$ cat src/core/scp_defs.vh
// constants for the serial console port: offsets, fields, resets, timing
// assumes a 10 MHz system clock and an apb master on the register side
`ifndef SCP_DEFS_VH
`define SCP_DEFS_VH

// ----------------------------------------------------------------
// timing
// ----------------------------------------------------------------
`define SCP_CLK_HZ 10000000
`define SCP_OVS 16
`define SCP_TICKS(b) (`SCP_CLK_HZ / (`SCP_OVS * (b)))
`define SCP_B0 300
`define SCP_B1 600
`define SCP_B2 1200
`define SCP_B3 2400
`define SCP_B4 4800
`define SCP_B5 9600
`define SCP_B6 19200
`define SCP_B7 38400
// clocks per oversample tick, clk / (16 * baud) rounded down
`define SCP_DIV0 12'h823
`define SCP_DIV1 12'h411
`define SCP_DIV2 12'h208
`define SCP_DIV3 12'h104
`define SCP_DIV4 12'h082
`define SCP_DIV5 12'h041
`define SCP_DIV6 12'h020
`define SCP_DIV7 12'h010
`define SCP_BAUD_MAX_NOFLOW 3'h5

// ----------------------------------------------------------------
// register offsets
// ----------------------------------------------------------------
`define SCP_OFS_CFG 8'h00
`define SCP_OFS_CTRL 8'h04
`define SCP_OFS_ACT 8'h08
`define SCP_OFS_STAT 8'h0C
`define SCP_OFS_TXD 8'h10
`define SCP_OFS_RXD 8'h14

// ----------------------------------------------------------------
// config fields, same layout in cfg and act
// ----------------------------------------------------------------
`define SCP_F_BAUD 2:0
`define SCP_F_DATA8 3
`define SCP_F_PAR 5:4
`define SCP_F_STOP2 6
`define SCP_F_FLOW 8:7
`define SCP_F_ACC 10:9
`define SCP_CFG_W 11
`define SCP_CFG_RST 11'h01D
`define SCP_PAR_NONE 2'h0
`define SCP_PAR_ODD 2'h1
`define SCP_PAR_EVEN 2'h2
`define SCP_FLOW_NONE 2'h0
`define SCP_FLOW_HW 2'h1
`define SCP_FLOW_XON 2'h2
`define SCP_CTRL_SAVE 0
`define SCP_CTRL_CLR 1
`define SCP_XOFF 8'h13
`define SCP_XON 8'h11

`endif

$ cat src/core/scp_uart.v
// serial console port: apb registers, tx fifo, transmitter and receiver
// assumes rxd and cts_n are already synchronous to clk
//
// Local design decisions: register access over APB and the register addresses.
`timescale 1ns/10ps
`default_nettype none
`include "scp_defs.vh"

// ----------------------------------------------------------------
// fifo
// ----------------------------------------------------------------
module scp_fifo #(
  parameter W = 8,
  parameter D = 16,
  parameter AW = 4
) (
  // clock and reset
  input wire clk,
  input wire rst,
  // fill side
  input wire in_valid,
  output wire in_ready,
  input wire [W-1:0] in_data,
  // drain side
  output wire out_valid,
  input wire out_ready,
  output wire [W-1:0] out_data
);
  localparam [AW:0] FULL = D[AW:0];
  reg [W-1:0] mem [0:D-1];
  reg [AW-1:0] wp_q;
  reg [AW-1:0] rp_q;
  reg [AW:0] cnt_q;
  wire push = in_valid && in_ready;
  wire pop = out_valid && out_ready;

  assign in_ready = cnt_q != FULL;
  assign out_valid = cnt_q != {(AW+1){1'b0}};
  assign out_data = mem[rp_q];

  always @(posedge clk) begin
    if (push) mem[wp_q] <= in_data;
  end

  always @(posedge clk or posedge rst) begin
    if (rst) begin
      wp_q <= {AW{1'b0}};
      rp_q <= {AW{1'b0}};
      cnt_q <= {(AW+1){1'b0}};
    end else begin
      if (push) wp_q <= wp_q + 1'b1;
      if (pop) rp_q <= rp_q + 1'b1;
      if (push && !pop) cnt_q <= cnt_q + 1'b1;
      else if (pop && !push) cnt_q <= cnt_q - 1'b1;
    end
  end
endmodule

// ----------------------------------------------------------------
// top
// ----------------------------------------------------------------
module scp_uart (
  // clock and reset
  input wire clk,
  input wire rst,
  // apb slave
  input wire psel,
  input wire penable,
  input wire pwrite,
  input wire [7:0] paddr,
  input wire [31:0] pwdata,
  output reg [31:0] prdata,
  output wire pready,
  output wire pslverr,
  // serial line
  output reg txd,
  input wire rxd,
  output reg rts_n,
  input wire cts_n,
  // access policy for the session layer
  output wire [1:0] access_mode
);
  localparam [2:0] S_IDLE = 3'h0;
  localparam [2:0] S_START = 3'h1;
  localparam [2:0] S_DATA = 3'h2;
  localparam [2:0] S_PAR = 3'h3;
  localparam [2:0] S_STOP = 3'h4;

  reg [`SCP_CFG_W-1:0] cfg_q;
  reg [`SCP_CFG_W-1:0] act_q;
  reg save_err_q, par_err_q, frm_err_q, ovr_err_q, paused_q;
  reg [11:0] tick_cnt_q;
  reg [11:0] div;
  reg [2:0] tx_st_q, rx_st_q;
  reg [3:0] tx_sub_q, rx_sub_q;
  reg [2:0] tx_bit_q, rx_bit_q;
  reg [7:0] tx_sh_q, rx_sh_q, rx_data_q;
  reg tx_par_q, rx_par_q, tx_stop2_q, rx_full_q;
  reg [31:0] rd_d;

  wire [2:0] baud = act_q[`SCP_F_BAUD];
  wire data8 = act_q[`SCP_F_DATA8];
  wire [1:0] par = act_q[`SCP_F_PAR];
  wire [1:0] flow = act_q[`SCP_F_FLOW];
  assign access_mode = act_q[`SCP_F_ACC];

  // ----------------------------------------------------------------
  // apb decode
  // ----------------------------------------------------------------
  wire acc = psel && penable;
  wire hit = paddr == `SCP_OFS_CFG || paddr == `SCP_OFS_CTRL || paddr == `SCP_OFS_ACT ||
    paddr == `SCP_OFS_STAT || paddr == `SCP_OFS_TXD || paddr == `SCP_OFS_RXD;
  wire fifo_in_ready;
  // full fifo stalls the master rather than dropping the byte
  assign pready = !(acc && pwrite && paddr == `SCP_OFS_TXD && !fifo_in_ready);
  assign pslverr = acc && !hit;
  wire wr = acc && pwrite && pready && hit;
  wire rd = acc && !pwrite && hit;
  wire wr_ctrl = wr && paddr == `SCP_OFS_CTRL;
  wire save = wr_ctrl && pwdata[`SCP_CTRL_SAVE];
  wire clr = wr_ctrl && pwdata[`SCP_CTRL_CLR];
  wire cfg_ok = cfg_q[`SCP_F_FLOW] != `SCP_FLOW_NONE ||
    cfg_q[`SCP_F_BAUD] <= `SCP_BAUD_MAX_NOFLOW;

  always @* begin
    rd_d = 32'h0000_0000;
    case (paddr)
      `SCP_OFS_CFG: rd_d[`SCP_CFG_W-1:0] = cfg_q;
      `SCP_OFS_ACT: rd_d[`SCP_CFG_W-1:0] = act_q;
      `SCP_OFS_STAT: rd_d[7:0] = {tx_st_q != S_IDLE, ovr_err_q, frm_err_q, par_err_q,
        paused_q, save_err_q, rx_full_q, fifo_in_ready};
      `SCP_OFS_RXD: rd_d[7:0] = rx_data_q;
      default: rd_d = 32'h0000_0000;
    endcase
  end

  // read data latched in the setup cycle, valid throughout access
  always @(posedge clk or posedge rst) begin
    if (rst) prdata <= 32'h0000_0000;
    else if (psel && !penable) prdata <= rd_d;
  end

  // ----------------------------------------------------------------
  // configuration
  // ----------------------------------------------------------------
  always @(posedge clk or posedge rst) begin
    if (rst) begin
      cfg_q <= `SCP_CFG_RST;
      act_q <= `SCP_CFG_RST;
      save_err_q <= 1'b0;
    end else begin
      if (wr && paddr == `SCP_OFS_CFG) cfg_q <= pwdata[`SCP_CFG_W-1:0];
      if (save && cfg_ok) act_q <= cfg_q;
      if (save && !cfg_ok) save_err_q <= 1'b1;
      else if (clr) save_err_q <= 1'b0;
    end
  end

  // ----------------------------------------------------------------
  // oversampling tick
  // ----------------------------------------------------------------
  always @* begin
    case (baud)
      3'h0: div = `SCP_DIV0;
      3'h1: div = `SCP_DIV1;
      3'h2: div = `SCP_DIV2;
      3'h3: div = `SCP_DIV3;
      3'h4: div = `SCP_DIV4;
      3'h5: div = `SCP_DIV5;
      3'h6: div = `SCP_DIV6;
      default: div = `SCP_DIV7;
    endcase
  end
  wire tick = tick_cnt_q >= div - 12'h001;

  always @(posedge clk or posedge rst) begin
    if (rst) tick_cnt_q <= 12'h000;
    else tick_cnt_q <= tick ? 12'h000 : tick_cnt_q + 12'h001;
  end

  // ----------------------------------------------------------------
  // transmitter
  // ----------------------------------------------------------------
  wire [7:0] fifo_data;
  wire fifo_valid;
  wire tx_go = (flow == `SCP_FLOW_NONE) || (flow == `SCP_FLOW_HW && !cts_n) ||
    (flow == `SCP_FLOW_XON && !paused_q);
  wire tx_pop = tx_st_q == S_IDLE && tick && fifo_valid && tx_go;
  wire tx_end = tick && tx_sub_q == 4'hF;
  wire [7:0] tx_mask = data8 ? 8'hFF : 8'h7F;

  scp_fifo #(.W(8), .D(16), .AW(4)) u_fifo (
    .clk(clk),
    .rst(rst),
    .in_valid(wr && paddr == `SCP_OFS_TXD),
    .in_ready(fifo_in_ready),
    .in_data(pwdata[7:0]),
    .out_valid(fifo_valid),
    .out_ready(tx_pop),
    .out_data(fifo_data)
  );

  always @(posedge clk or posedge rst) begin
    if (rst) begin
      tx_st_q <= S_IDLE;
      tx_sub_q <= 4'h0;
      tx_bit_q <= 3'h0;
      tx_sh_q <= 8'h00;
      tx_par_q <= 1'b0;
      tx_stop2_q <= 1'b0;
      txd <= 1'b1;
    end else begin
      if (tick) tx_sub_q <= tx_sub_q + 4'h1;
      case (tx_st_q)
        S_IDLE: begin
          txd <= 1'b1;
          if (tx_pop) begin
            tx_st_q <= S_START;
            tx_sub_q <= 4'h0;
            tx_sh_q <= fifo_data & tx_mask;
            tx_par_q <= ^(fifo_data & tx_mask) ^ (par == `SCP_PAR_ODD);
            txd <= 1'b0;
          end
        end
        S_START: if (tx_end) begin
          tx_st_q <= S_DATA;
          tx_bit_q <= data8 ? 3'h7 : 3'h6;
          txd <= tx_sh_q[0];
          tx_sh_q <= {1'b0, tx_sh_q[7:1]};
        end
        S_DATA: if (tx_end) begin
          if (tx_bit_q != 3'h0) begin
            tx_bit_q <= tx_bit_q - 3'h1;
            txd <= tx_sh_q[0];
            tx_sh_q <= {1'b0, tx_sh_q[7:1]};
          end else if (par != `SCP_PAR_NONE) begin
            tx_st_q <= S_PAR;
            txd <= tx_par_q;
          end else begin
            tx_st_q <= S_STOP;
            tx_stop2_q <= act_q[`SCP_F_STOP2];
            txd <= 1'b1;
          end
        end
        S_PAR: if (tx_end) begin
          tx_st_q <= S_STOP;
          tx_stop2_q <= act_q[`SCP_F_STOP2];
          txd <= 1'b1;
        end
        S_STOP: if (tx_end) begin
          if (tx_stop2_q) tx_stop2_q <= 1'b0;
          else tx_st_q <= S_IDLE;
        end
        default: tx_st_q <= S_IDLE;
      endcase
    end
  end

  // ----------------------------------------------------------------
  // receiver
  // ----------------------------------------------------------------
  // only the first stop bit is checked so a sender may use either count
  wire rx_samp = tick && rx_sub_q == 4'hF;
  wire [7:0] rx_byte = data8 ? rx_sh_q : {1'b0, rx_sh_q[7:1]};
  wire rx_done = rx_st_q == S_STOP && rx_samp;
  wire is_ctl = flow == `SCP_FLOW_XON && (rx_byte == `SCP_XOFF || rx_byte == `SCP_XON);
  wire rx_take = rd && paddr == `SCP_OFS_RXD;

  always @(posedge clk or posedge rst) begin
    if (rst) begin
      rx_st_q <= S_IDLE;
      rx_sub_q <= 4'h0;
      rx_bit_q <= 3'h0;
      rx_sh_q <= 8'h00;
      rx_par_q <= 1'b0;
    end else begin
      if (tick) rx_sub_q <= rx_sub_q + 4'h1;
      case (rx_st_q)
        S_IDLE: if (tick && !rxd) begin
          rx_st_q <= S_START;
          rx_sub_q <= 4'h0;
        end
        S_START: if (tick && rx_sub_q == 4'h7) begin
          // recentre on mid-bit; a glitch returns to idle
          rx_sub_q <= 4'h0;
          rx_st_q <= rxd ? S_IDLE : S_DATA;
          rx_bit_q <= data8 ? 3'h7 : 3'h6;
          rx_par_q <= par == `SCP_PAR_ODD;
        end
        S_DATA: if (rx_samp) begin
          rx_sh_q <= {rxd, rx_sh_q[7:1]};
          rx_par_q <= rx_par_q ^ rxd;
          rx_bit_q <= rx_bit_q - 3'h1;
          if (rx_bit_q == 3'h0) rx_st_q <= par != `SCP_PAR_NONE ? S_PAR : S_STOP;
        end
        S_PAR: if (rx_samp) begin
          rx_par_q <= rx_par_q ^ rxd;
          rx_st_q <= S_STOP;
        end
        S_STOP: if (rx_samp) rx_st_q <= S_IDLE;
        default: rx_st_q <= S_IDLE;
      endcase
    end
  end

  // flags: a setting event wins over a clear in the same cycle
  always @(posedge clk or posedge rst) begin
    if (rst) begin
      rx_data_q <= 8'h00;
      rx_full_q <= 1'b0;
      par_err_q <= 1'b0;
      frm_err_q <= 1'b0;
      ovr_err_q <= 1'b0;
      paused_q <= 1'b0;
      rts_n <= 1'b0;
    end else begin
      rts_n <= flow == `SCP_FLOW_HW && rx_full_q;
      if (rx_done && !is_ctl) begin
        rx_data_q <= rx_byte;
        rx_full_q <= 1'b1;
      end else if (rx_take) begin
        rx_full_q <= 1'b0;
      end
      if (rx_done && rx_full_q && !rx_take && !is_ctl) ovr_err_q <= 1'b1;
      else if (clr) ovr_err_q <= 1'b0;
      if (rx_done && par != `SCP_PAR_NONE && rx_par_q) par_err_q <= 1'b1;
      else if (clr) par_err_q <= 1'b0;
      if (rx_done && !rxd) frm_err_q <= 1'b1;
      else if (clr) frm_err_q <= 1'b0;
      if (flow != `SCP_FLOW_XON) paused_q <= 1'b0;
      else if (rx_done && rx_byte == `SCP_XOFF) paused_q <= 1'b1;
      else if (rx_done && rx_byte == `SCP_XON) paused_q <= 1'b0;
    end
  end
endmodule

`default_nettype wire
$ cat config.mk
export PLATFORM = sky130hd
export DESIGN_NAME = scp_uart
export DESIGN_NICKNAME = d
export VERILOG_FILES = /design/src/core/scp_uart.v
export VERILOG_INCLUDE_DIRS = /design/src /design/src/core
export SDC_FILE = /design/constraint.sdc
export NUM_CORES = 1
export LEC_CHECK = 0
export ABC_AREA = 1
export BUFFER_PORTS_ARGS = -buffer_cell sky130_fd_sc_hd__buf_2
export CAP_MARGIN = 20
export CORE_ASPECT_RATIO = 1.25
export CORE_MARGIN = 5
export CORE_UTILIZATION = 25
export DETAILED_ROUTE_END_ITERATION = 12
export PLACE_DENSITY = 0.4
export SETUP_SLACK_MARGIN = 0.1
export SYNTH_ARGS = -nofsm -noshare
export SYNTH_HDL_FRONTEND = slang
export SYNTH_SLANG_ARGS = --single-unit
$ cat constraint.sdc
create_clock -name clk -period 3.26 [get_ports clk]
set_input_delay 0.163 -clock clk [delete_from_list [all_inputs] [get_ports clk]]
set_output_delay 0.163 -clock clk [all_outputs]
set_load 0.02 [all_outputs]
Yosys cells after proc, flatten, opt, wreduce, memory -nomap -nowiden. Memory sizes are Yosys's and may differ from the RTL's. Index checks and enable logic that the tools add are counted.

Add/subtract/negate cells: 10. Magnitude comparators: 2. Equality and inequality tests: 45. Muxes and demuxes: 73. Bitwise logic cells: 3. Reductions and logical operators: 101.

Operators with widths (count): $pmux 12 s7 (1); $mux 3 (19); $mux 8 (6); $logic_and 1x1->1 (43); $eq 8x5->1 const B (4); $pmux 8 s4 (1); $ne 2x2->1 const B (15); $pmux 3 s5 (2); $mux 1 (26); $mux 4 (6); $pmux 8 s3 (1); $reduce_bool 2->1 (11); $eq 3x2->1 const B (6); $pmux 3 s2 (3); $add 4x1->4 const B (4); $eq 8x4->1 const B (2); $eq 3x3->1 const B (5); $reduce_bool 3->1 (5); $logic_not 1->1 (13); $add 12x1->12 const B (1); $ge 12x12->1 (1); $logic_not 3->1 (4); $mux 12 (1); $reduce_and 6->1 (2); 33 further kinds (52).

Register bits: 113. Bits in writable memories: 128. Logic and storage cells: 262. Memories: 1.

Memories: u_fifo.mem (depth 16, bits a word 8, read ports 1, clocked after memory_dff 0, wr ports 1, line scp_uart.v:30) `reg [W-1:0] mem [0:D-1];`.

Depth between registers and ports, before layout. Gate-level depths: netlist of the first run.

Word-level depth: 13. Depth in mapped cells: 22.

Cells and area by module. A second synthesis of the first run with hierarchy kept.

Cell total of the unflattened synthesis: 1336. Area total of the unflattened synthesis: 12064.1 µm².

Modules (own cells, without submodules): scp_fifo (times used 1, cells an instance 619, area each 6214.7 µm²); scp_uart (times used 1, cells an instance 717, area each 5849.4 µm²).

Worst setup path after synthesis of the first run. No wires, ideal clock.

Path kind: register to register. From: reg act_q[2]. To: reg u_fifo.cnt_q[4]. Library setup time: 0.125 ns. Arrival time: 3.298 ns. Data required time: 3.135 ns. Setup slack: -0.164 ns. Stages on the path, launching flop included: 20. Path buffers: 0. Clock period less this slack: 3.424 ns. Cell sequence: dfstp_2 -> inv_1 -> ha_1 -> o21ai_0 -> ha_1 -> ha_1 -> nand2_1 -> nor3_1 -> nand2_1 -> nand3_2 -> nand2_2 -> ha_1 -> inv_1 -> ha_1 -> a21o_1 -> a31oi_1 -> nand2_1 -> nand2_1 -> nor2_1 -> xor2_1.

Longest elaborated chain between the ends: 11. Elaborated cells between the ends (all ways): 19.

Ends and longest elaborated chain: start, declared (line scp_uart.v:90) `` reg [`SCP_CFG_W-1:0] act_q; ``; start signal, assigned (line scp_uart.v:149) `` act_q <= `SCP_CFG_RST; ``; start signal, assigned (line scp_uart.v:153) `if (save && cfg_ok) act_q <= cfg_q;`; $eq 3x3->1, or another cell as far along (line scp_uart.v:163) `case (baud)`; $pmux 12 s7 (*) (line scp_uart.v:163); $sub 12x1->12 (*) (line scp_uart.v:174) `wire tick = tick_cnt_q >= div - 12'h001;`; $ge 12x12->1 (*) (line scp_uart.v:174); $logic_and 1x1->1 (*) (3 in series) (line scp_uart.v:188) `wire tx_pop = tx_st_q == S_IDLE && tick && fifo_valid && tx_go;`; $logic_and 1x1->1 (*) (line scp_uart.v:35) `wire pop = out_valid && out_ready;`; $logic_not 1->1 (line scp_uart.v:53) `if (push && !pop) cnt_q <= cnt_q + 1'b1;`; $logic_and 1x1->1 (line scp_uart.v:53); $mux 5 or $reduce_bool 2->1 (tied branches); end signal, assigned (line scp_uart.v:49) `cnt_q <= {(AW+1){1'b0}};`; end signal, assigned (line scp_uart.v:53); end signal, assigned (line scp_uart.v:54) `else if (pop && !push) cnt_q <= cnt_q - 1'b1;`; end, declared (line scp_uart.v:33) `reg [AW:0] cnt_q;`.

Every way passes the cells marked *; elsewhere a longest branch is shown, timed or not. A chain may end at the register's enable or synchronous reset.

Final worst setup path of the first run. Same ends and word-level chain as after synthesis.

==> results of run 1 <==
## state kept, by name (all words and copies together) (netlist names), 3 cells and up
name	count
u_fifo.mem	128
tick_cnt_q	12
act_q	11
cfg_q	11
prdata	11
rx_data_q	8
rx_sh_q	8
tx_sh_q	8
u_fifo.cnt_q	5
rx_sub_q	4
tx_sub_q	4
u_fifo.rp_q	4
u_fifo.wp_q	4
rx_bit_q	3
rx_st_q	3
tx_bit_q	3
tx_st_q	3
## cells in the final DEF, fill, tap and decap left out, types with 5 or more instances in the layout
cell type	n
clkbuf_8	5
a21oi_1	27
clkinv_1	9
clkinv_2	5
clkbuf_16	30
dfrtp_1	102
buf_4	46
nand2_2	6
ha_1	27
dlygate4sd3_1	9
nor2_2	7
ha_4	5
nand3_1	76
nor2_1	118
nand2_4	5
dfstp_2	9
o21ai_0	92
conb_1	21
inv_2	11
o211ai_1	11
nand2_1	345
o22ai_1	11
o21ai_2	12
edfxtp_1	128
inv_1	140
nand4_1	5
nor3_1	11
o21ai_1	15
xor2_1	14
buf_2	42
## final cells by class
type | instances | area share
inverter | 156 | 0.0422
tap | 637 | 0.0562
clock buffer | 37 | 0.0569
timing repair buffer | 102 | 0.0524
sequential | 241 | 0.472
clock inverter | 17 | 0.0102
multi-input combinational | 854 | 0.310
## per-stage QoR
| stage | power, mW | hold WS, ns | instance area (um2) | instances | TNS (ns) |
|---|---|---|---|---|---|
| after floorplan | 4.17 | 0.262 | 12000 | 1310 | 0 |
| after global placement | 4.46 | 0.333 | 12900 | 1975 | 0 |
| after detailed placement | 4.47 | 0.346 | 12900 | 1975 | 0 |
| after CTS | 7.76 | 0.00877 | 14100 | 2040 | 0 |
| after global routing | 8.15 | 0.0290 | 14200 | 2044 | -0.0777 |
| final | 7.73 | 0.0393 | 14200 | 2044 | 0 |
## worst paths after layout
kind	startpoint	end
worst max-delay path	act_q[2]	u_fifo.cnt_q[4]
worst min-delay path	pwdata[2]	cfg_q[2]
worst max register to register	act_q[2]	u_fifo.cnt_q[4]
worst min register to register	tx_sub_q[3]	tx_sub_q[3]
max in group asynchronous	rst	txd
min in group asynchronous	rst	prdata[3]
## worst max-delay path, stage by stage, from the launching register on
cell,delay [ns]
dfstp_2,0.55
inv_4,0.06
nor3_4,0.22
buf_4,0.14
buf_4,0.09
inv_1,0.03
ha_1,0.26
nand2_1,0.06
inv_1,0.04
o21ai_1,0.07
nand2_1,0.08
a21oi_2,0.16
nand3_2,0.13
nand2_4,0.11
ha_4,0.16
inv_6,0.05
ha_4,0.20
a21o_1,0.18
a31oi_4,0.15
nand2_1,0.06
nand2_1,0.05
nor2_1,0.04
xor2_1,0.13
## where the power goes
group | switching (mW) | internal [mW] | leakage, nW
Combinational | 0.674 | 0.391 | 3.23
Sequential | 0.0994 | 3.35 | 2.54
Clock | 1.32 | 1.90 | 0.472
## kinds of logic (layout without fill, tap and decap cells)
kind of cell    Yosys count  in the layout  share of synthesized area
simple gates            597            597                      0.213
other cells               1             21                   0.000317
compound gates          186            186                     0.0904
flops                   241            241                      0.565
xor+xnor                 17             17                     0.0126
buf+inv                 215            312                     0.0830
fa+ha+maj                33             33                     0.0355
## routing by layer
metal | up-vias | global-route usage
li1 | 4371 | -
met1 | 4050 | 0.157
met2 | 122 | 0.219
met3 | 48 | 0.0201
met4 | 0 | 0.0362
met5 | - | 0
## timing repair
item / 4_1_cts / 5_1_grt
resized for setup: 11 / 20
endpoints found under the setup margin: 8 / 45
endpoints found under the hold margin: 53 / 0
setup buffers: 2 / 4
pin swaps: 8 / 8
hold buffers: 9 / 0
gates cloned: 0 / 1
==> impl_metrics.env, run 1 <==
export IMPL_rrSetupSlack_ns=0.12
export IMPL_dp_hpwl_um=22200
export IMPL_routedWlPerCell_um=15.7
export IMPL_synth_cell_area_um2=11800
export IMPL_setup_viol=0
export IMPL_synth_seq_cells=241
export IMPL_final_core_util=0.302
export IMPL_num_antenna_cells=0
export IMPL_fin_nets=1464
export IMPL_ff_latch_area_um2=6690
export IMPL_cp_arrival_ns=3.58
export IMPL_critPathRequiredTime_ns=3.70
export IMPL_grtUsageTotal=0.124
export IMPL_slew_viol_final=0
export IMPL_synthTopCellsByArea="edfxtp_1, dfrtp_1, nand2_1"
export IMPL_area_growth_pct=19.8
export IMPL_cts_tree="done"
export IMPL_dr_pass1_iters=4
export IMPL_synth_distinct_cells=52
export IMPL_hold_path_depth=3
export IMPL_syn_inst=1290
export IMPL_ios=85
export IMPL_powerDensity_nw_per_um2=546
export IMPL_clkLatencyLatePin_ns=0.57
export IMPL_fin_ws_ns=0.119
export IMPL_leakage_nw=6.24
export IMPL_coreArea_um2=47000
export IMPL_drt_total_wl_um=32200
export IMPL_vias=8591
export IMPL_drtAntennaViolNets=0
export IMPL_vias_per_cell=4.20
export IMPL_synth_most_common_cell="nand2_1"
export IMPL_topRoutingLayerUsed="met4"
export IMPL_die_w_um=205
export IMPL_clockBufferDepth=3
export IMPL_antenna_found_initial=0
export IMPL_fin_crit_ns=3.14
export IMPL_fmax_ghz=0.318
export IMPL_yosys_warnings=0
export IMPL_die_area_um2=51800
export IMPL_multi_input_area_um2=4400
export IMPL_outcome="complete, no violations"
export IMPL_netlist_area_leader_share=0.325
export IMPL_grt_pass1_wl_um=50500
export IMPL_fill_cells=4976
export IMPL_max_vdd_ir_drop_mv=0.352
export IMPL_drv_cap=0
export IMPL_period_share=0.964
export IMPL_globalplace_congestion=0.776
export IMPL_hold_class="input port to register"
export IMPL_hold_viol=0
export IMPL_wl_met3_um=1150
export IMPL_path_class="register to register"
export IMPL_r2r_cells=22
export IMPL_overflow=0
export IMPL_portBuffers=42
export IMPL_synthArstFlopShare=0.469
export IMPL_dieHeight_um=253
export IMPL_rsz0062_at_grt="true"
export IMPL_drt_iter0_drc=364
export IMPL_yosysSeqAreaShare=0.565
export IMPL_clkSinkCount=241
export IMPL_syn_avg_cell_area_um2=9.17
export IMPL_cp_start_kind="register"
export IMPL_met1Wirelength_um=14000
export IMPL_route_detailed_drc=0
export IMPL_ys_dominant_reg_cell="edfxtp_1"
export IMPL_clockRootBuffer="clkbuf_16"
export IMPL_cts_buffers=29
export IMPL_rows=89
export IMPL_worst_pin_slew_ns=1.05
export IMPL_start_util=0.252
export IMPL_finClkSkew_ns=0.0270
export IMPL_grt_pass1_vias=8603
export IMPL_htree_levels=1
export IMPL_cts_clk_slew_worst_paths_ns=0.06
export IMPL_dp_slack_ns=0.0445
export IMPL_drive_above_1_share=0.159
export IMPL_synthTopCellsByCount="nand2_1, inv_1, edfxtp_1"
export IMPL_synth_edf_count=128
export IMPL_end_kind="register"
export IMPL_wl_met2_um=16100
export IMPL_relSlewSlack=0.296
export IMPL_crit_fanout=4
export IMPL_synth_top_cell_by_area="edfxtp_1"
export IMPL_grt_max_degree=78
Note: power is estimated with default switching activity, not from simulation.
==> run 2: changes to the inputs <==
--- a/config.mk
+++ b/config.mk
@@ -17,4 +17,5 @@
 export SETUP_SLACK_MARGIN = 0.1
 export SYNTH_ARGS = -nofsm -noshare
 export SYNTH_HDL_FRONTEND = slang
+export SYNTH_HIERARCHICAL = 1
 export SYNTH_SLANG_ARGS = --single-unit
==> run 2 against run 1 <==
Wire length decreased by 3.8%. Register-to-register slack improved by 0.06 ns. Die area increased by 1.9%. Count of clock-buffer cells in the layout increased by 7. Global-route usage decreased by 0.66 points. Via count increased by 1.7%. Largest power group unchanged. Highest routed layer unchanged.
==> impl_metrics.env, run 2 <==
export IMPL_fill_cells=5115
export IMPL_end_kind="register"
export IMPL_cts_buffers=30
export IMPL_drt_total_wl_um=31000
export IMPL_setup_viol=0
export IMPL_cp_cell_sequence="o21ai_4 > ha_4 > a211oi_2 > o21ai_1 > ha_1 > nand2_2 > nor2_1 > and2_1 > nand2_2 > nand3_4 > nand2_4 > inv_4 > nand2_4 > ha_4 > inv_6 > fa_2 > nand2_2 > nand3_2 > nand3_1 > nand2_1 > nand2_1 > nand2_1"
export IMPL_dpl_cell_count=2020
export IMPL_max_vdd_ir_drop_mv=0.409
export IMPL_cp_slowest_cell="dfstp_2"
export IMPL_grtUsageTotal=0.117
export IMPL_largest_register="u_fifo/mem"
export IMPL_area_growth_pct=19.2
export IMPL_overflow=0
export IMPL_ios=85
export IMPL_rows=90
export IMPL_cts_tree="done"
export IMPL_largest_reg_flops=128
export IMPL_antenna_found_initial=0
export IMPL_synth_cell_area_um2=12100
export IMPL_sequentialPowerShare=0.368
export IMPL_p_int_mw=6.58
export IMPL_vias_per_cell=4.18
export IMPL_clkSinkCount=241
export IMPL_reg_largest_list="u_fifo/mem x128, tick_cnt_q x12"
export IMPL_drtAntennaViolNets=0
export IMPL_yosysSeqAreaShare=0.554
export IMPL_leakage_nw=6.34
export IMPL_worst_pin_slew_ns=0.770
export IMPL_path_buf_inv=2
export IMPL_synth_distinct_cells=58
export IMPL_vias=8737
export IMPL_finClkSkew_ns=0.0267
export IMPL_drv_cap=0
export IMPL_clockRootBuffer="clkbuf_16"
export IMPL_drive_above_1_share=0.151
export IMPL_clkLatencyLatePin_ns=0.58
export IMPL_ys_dominant_reg_cell="edfxtp_1"
export IMPL_switching_share=0.340
export IMPL_synth_top_cell_by_area="edfxtp_1"
export IMPL_dr_pass1_iters=4
export IMPL_hold_viol=0
export IMPL_die_area_um2=52800
export IMPL_slew_viol_final=0
export IMPL_fmax_ghz=0.325
export IMPL_grt_pass1_wl_um=49000
export IMPL_crit_path_max_incr_delay_ns=0.61
export IMPL_fin_crit_ns=3.08
export IMPL_clockBufferDepth=3
export IMPL_grt_pass1_vias=8639
export IMPL_period_share=0.944
export IMPL_path_class="register to register"
export IMPL_grt_max_degree=82
export IMPL_fin_nets=1499
export IMPL_outcome="complete, no violations"
export IMPL_power_switching_mw=3.39
export IMPL_syn_inst=1336
export IMPL_final_core_util=0.299
export IMPL_synth_most_common_cell="nand2_1"
export IMPL_syn_avg_cell_area_um2=9.03
export IMPL_coreArea_um2=48100
export IMPL_rsz0062_at_grt="true"
export IMPL_layout_common_cells="nand2_1, inv_1, nor2_1, edfxtp_1, dfrtp_1"
export IMPL_powerDensity_nw_per_um2=694
export IMPL_power_frac_clock=0.348
export IMPL_cp_arrival_ns=3.53
export IMPL_final_cell_count_no_fill=2090
export IMPL_dp_hpwl_um=21400
export IMPL_routedWlPerCell_um=14.8
export IMPL_synthTopCellsByCount="nand2_1, inv_1, nor2_1"
export IMPL_netlist_area_leader_share=0.319
export IMPL_layout_commonest_cell="nand2_1"
export IMPL_num_antenna_cells=0
export IMPL_cp_top_family="adder cells"
export IMPL_power_frac_comb=0.284
export IMPL_synth_seq_cells=241
export IMPL_synthTopCellsByArea="edfxtp_1, dfrtp_1, nand2_1"
export IMPL_htree_levels=1
export IMPL_critPathRequiredTime_ns=3.71
export IMPL_route_detailed_drc=0
export IMPL_portBuffers=42
export IMPL_crit_fanout=5
export IMPL_dieHeight_um=256
export IMPL_globalplace_congestion=0.773
export IMPL_start_util=0.251
export IMPL_yosys_warnings=6
export IMPL_hold_class="input port to register"
export IMPL_synth_edf_count=128
export IMPL_die_w_um=206
export IMPL_relSlewSlack=0.487
export IMPL_cts_clk_slew_worst_paths_ns=0.06
export IMPL_synthArstFlopShare=0.469
export IMPL_drt_iter0_drc=356
export IMPL_cp_start_kind="register"
[run 2: logic make-up after synthesis]
group	after synthesis	share of synthesized area
AOI/OAI and AO/OA	141	0.0724
xor gates and xnor gates	24	0.0174
adders and majority gates	30	0.0317
buffers and inverters	212	0.0791
DFF	241	0.554
muxes	8	0.00674
other	1	0.000311
and+or+nand+nor	679	0.238
[run 2: path summary, 6_finish.rpt]
kind	from	endpoint	slack (ns)	cells after the start
worst max-delay path	act_q[0]	u_fifo/cnt_q[4]	0.18	22
worst min register to register	rx_bit_q[0]	rx_bit_q[0]	0.47	2
worst max register to register	act_q[0]	u_fifo/cnt_q[4]	0.18	22
worst min-delay path	pwdata[2]	cfg_q[2]	0.02	3
max in group asynchronous	rst	act_q[0]	2.17	4
min in group asynchronous	rst	u_fifo/wp_q[1]	0.23	3
[run 2: worst min-delay path: cells and delay by family]
kind            cells  cell delay [ns]
buf+inv             1             0.23
simple gates        1             0.11
compound gates      1             0.07
[run 2: metrics by stage]
stage                     power, mW    TNS, ns  setup WS (ns)  hold WS [ns]  area, um2
final                          9.98          0          0.182        0.0197      14400
after global routing           10.7  -0.000316      -0.000316        0.0224      14400
after CTS                      10.1          0          0.109      0.000319      14300
after detailed placement       6.58          0         0.0950         0.304      13100
after global placement         6.57          0          0.105         0.297      13100
after floorplan                5.85          0         0.0623        0.0400      12200
[run 2: repair_timing]
item                                   4_1_cts  5_1_grt
buffers inserted                             0        4
gates resized for setup                      3       13
setup endpoints to repair                    1       42
pin swaps                                    1        9
cloned                                       0        0
endpoints found under the hold margin       69        0
hold buffers                                10        0
[run 2: power by group through the flow]
stage               clock [mW]  sequential, mW  combinational (mW)
finish                    3.47            3.67                2.83
global route              3.72            3.71                3.25
CTS                       3.59            3.68                2.87
detailed placement           0            3.73                2.84
global placement             0            3.73                2.84
floorplan                    0            3.67                2.19
[run 2: metal layers]
metal,share of wire,global-route usage,vias up
li1,-,-,4459
met1,0.45,0.148,4121
met2,0.49,0.203,104
met3,0.028,0.0196,53
met4,0.030,0.0385,0
met5,0,0,-
[run 2: cell type report]
class / instances / area (um2) / share of cell area
Clock inverter: 12 / 175 / 0.0122
Sequential cell: 241 / 6690 / 0.465
Timing Repair Buffer: 91 / 641 / 0.0446
Clock buffer: 44 / 863 / 0.0600
Multi-Input combinational cell: 903 / 4610 / 0.321
Inverter: 155 / 597 / 0.0415
Tap cell: 644 / 806 / 0.0560
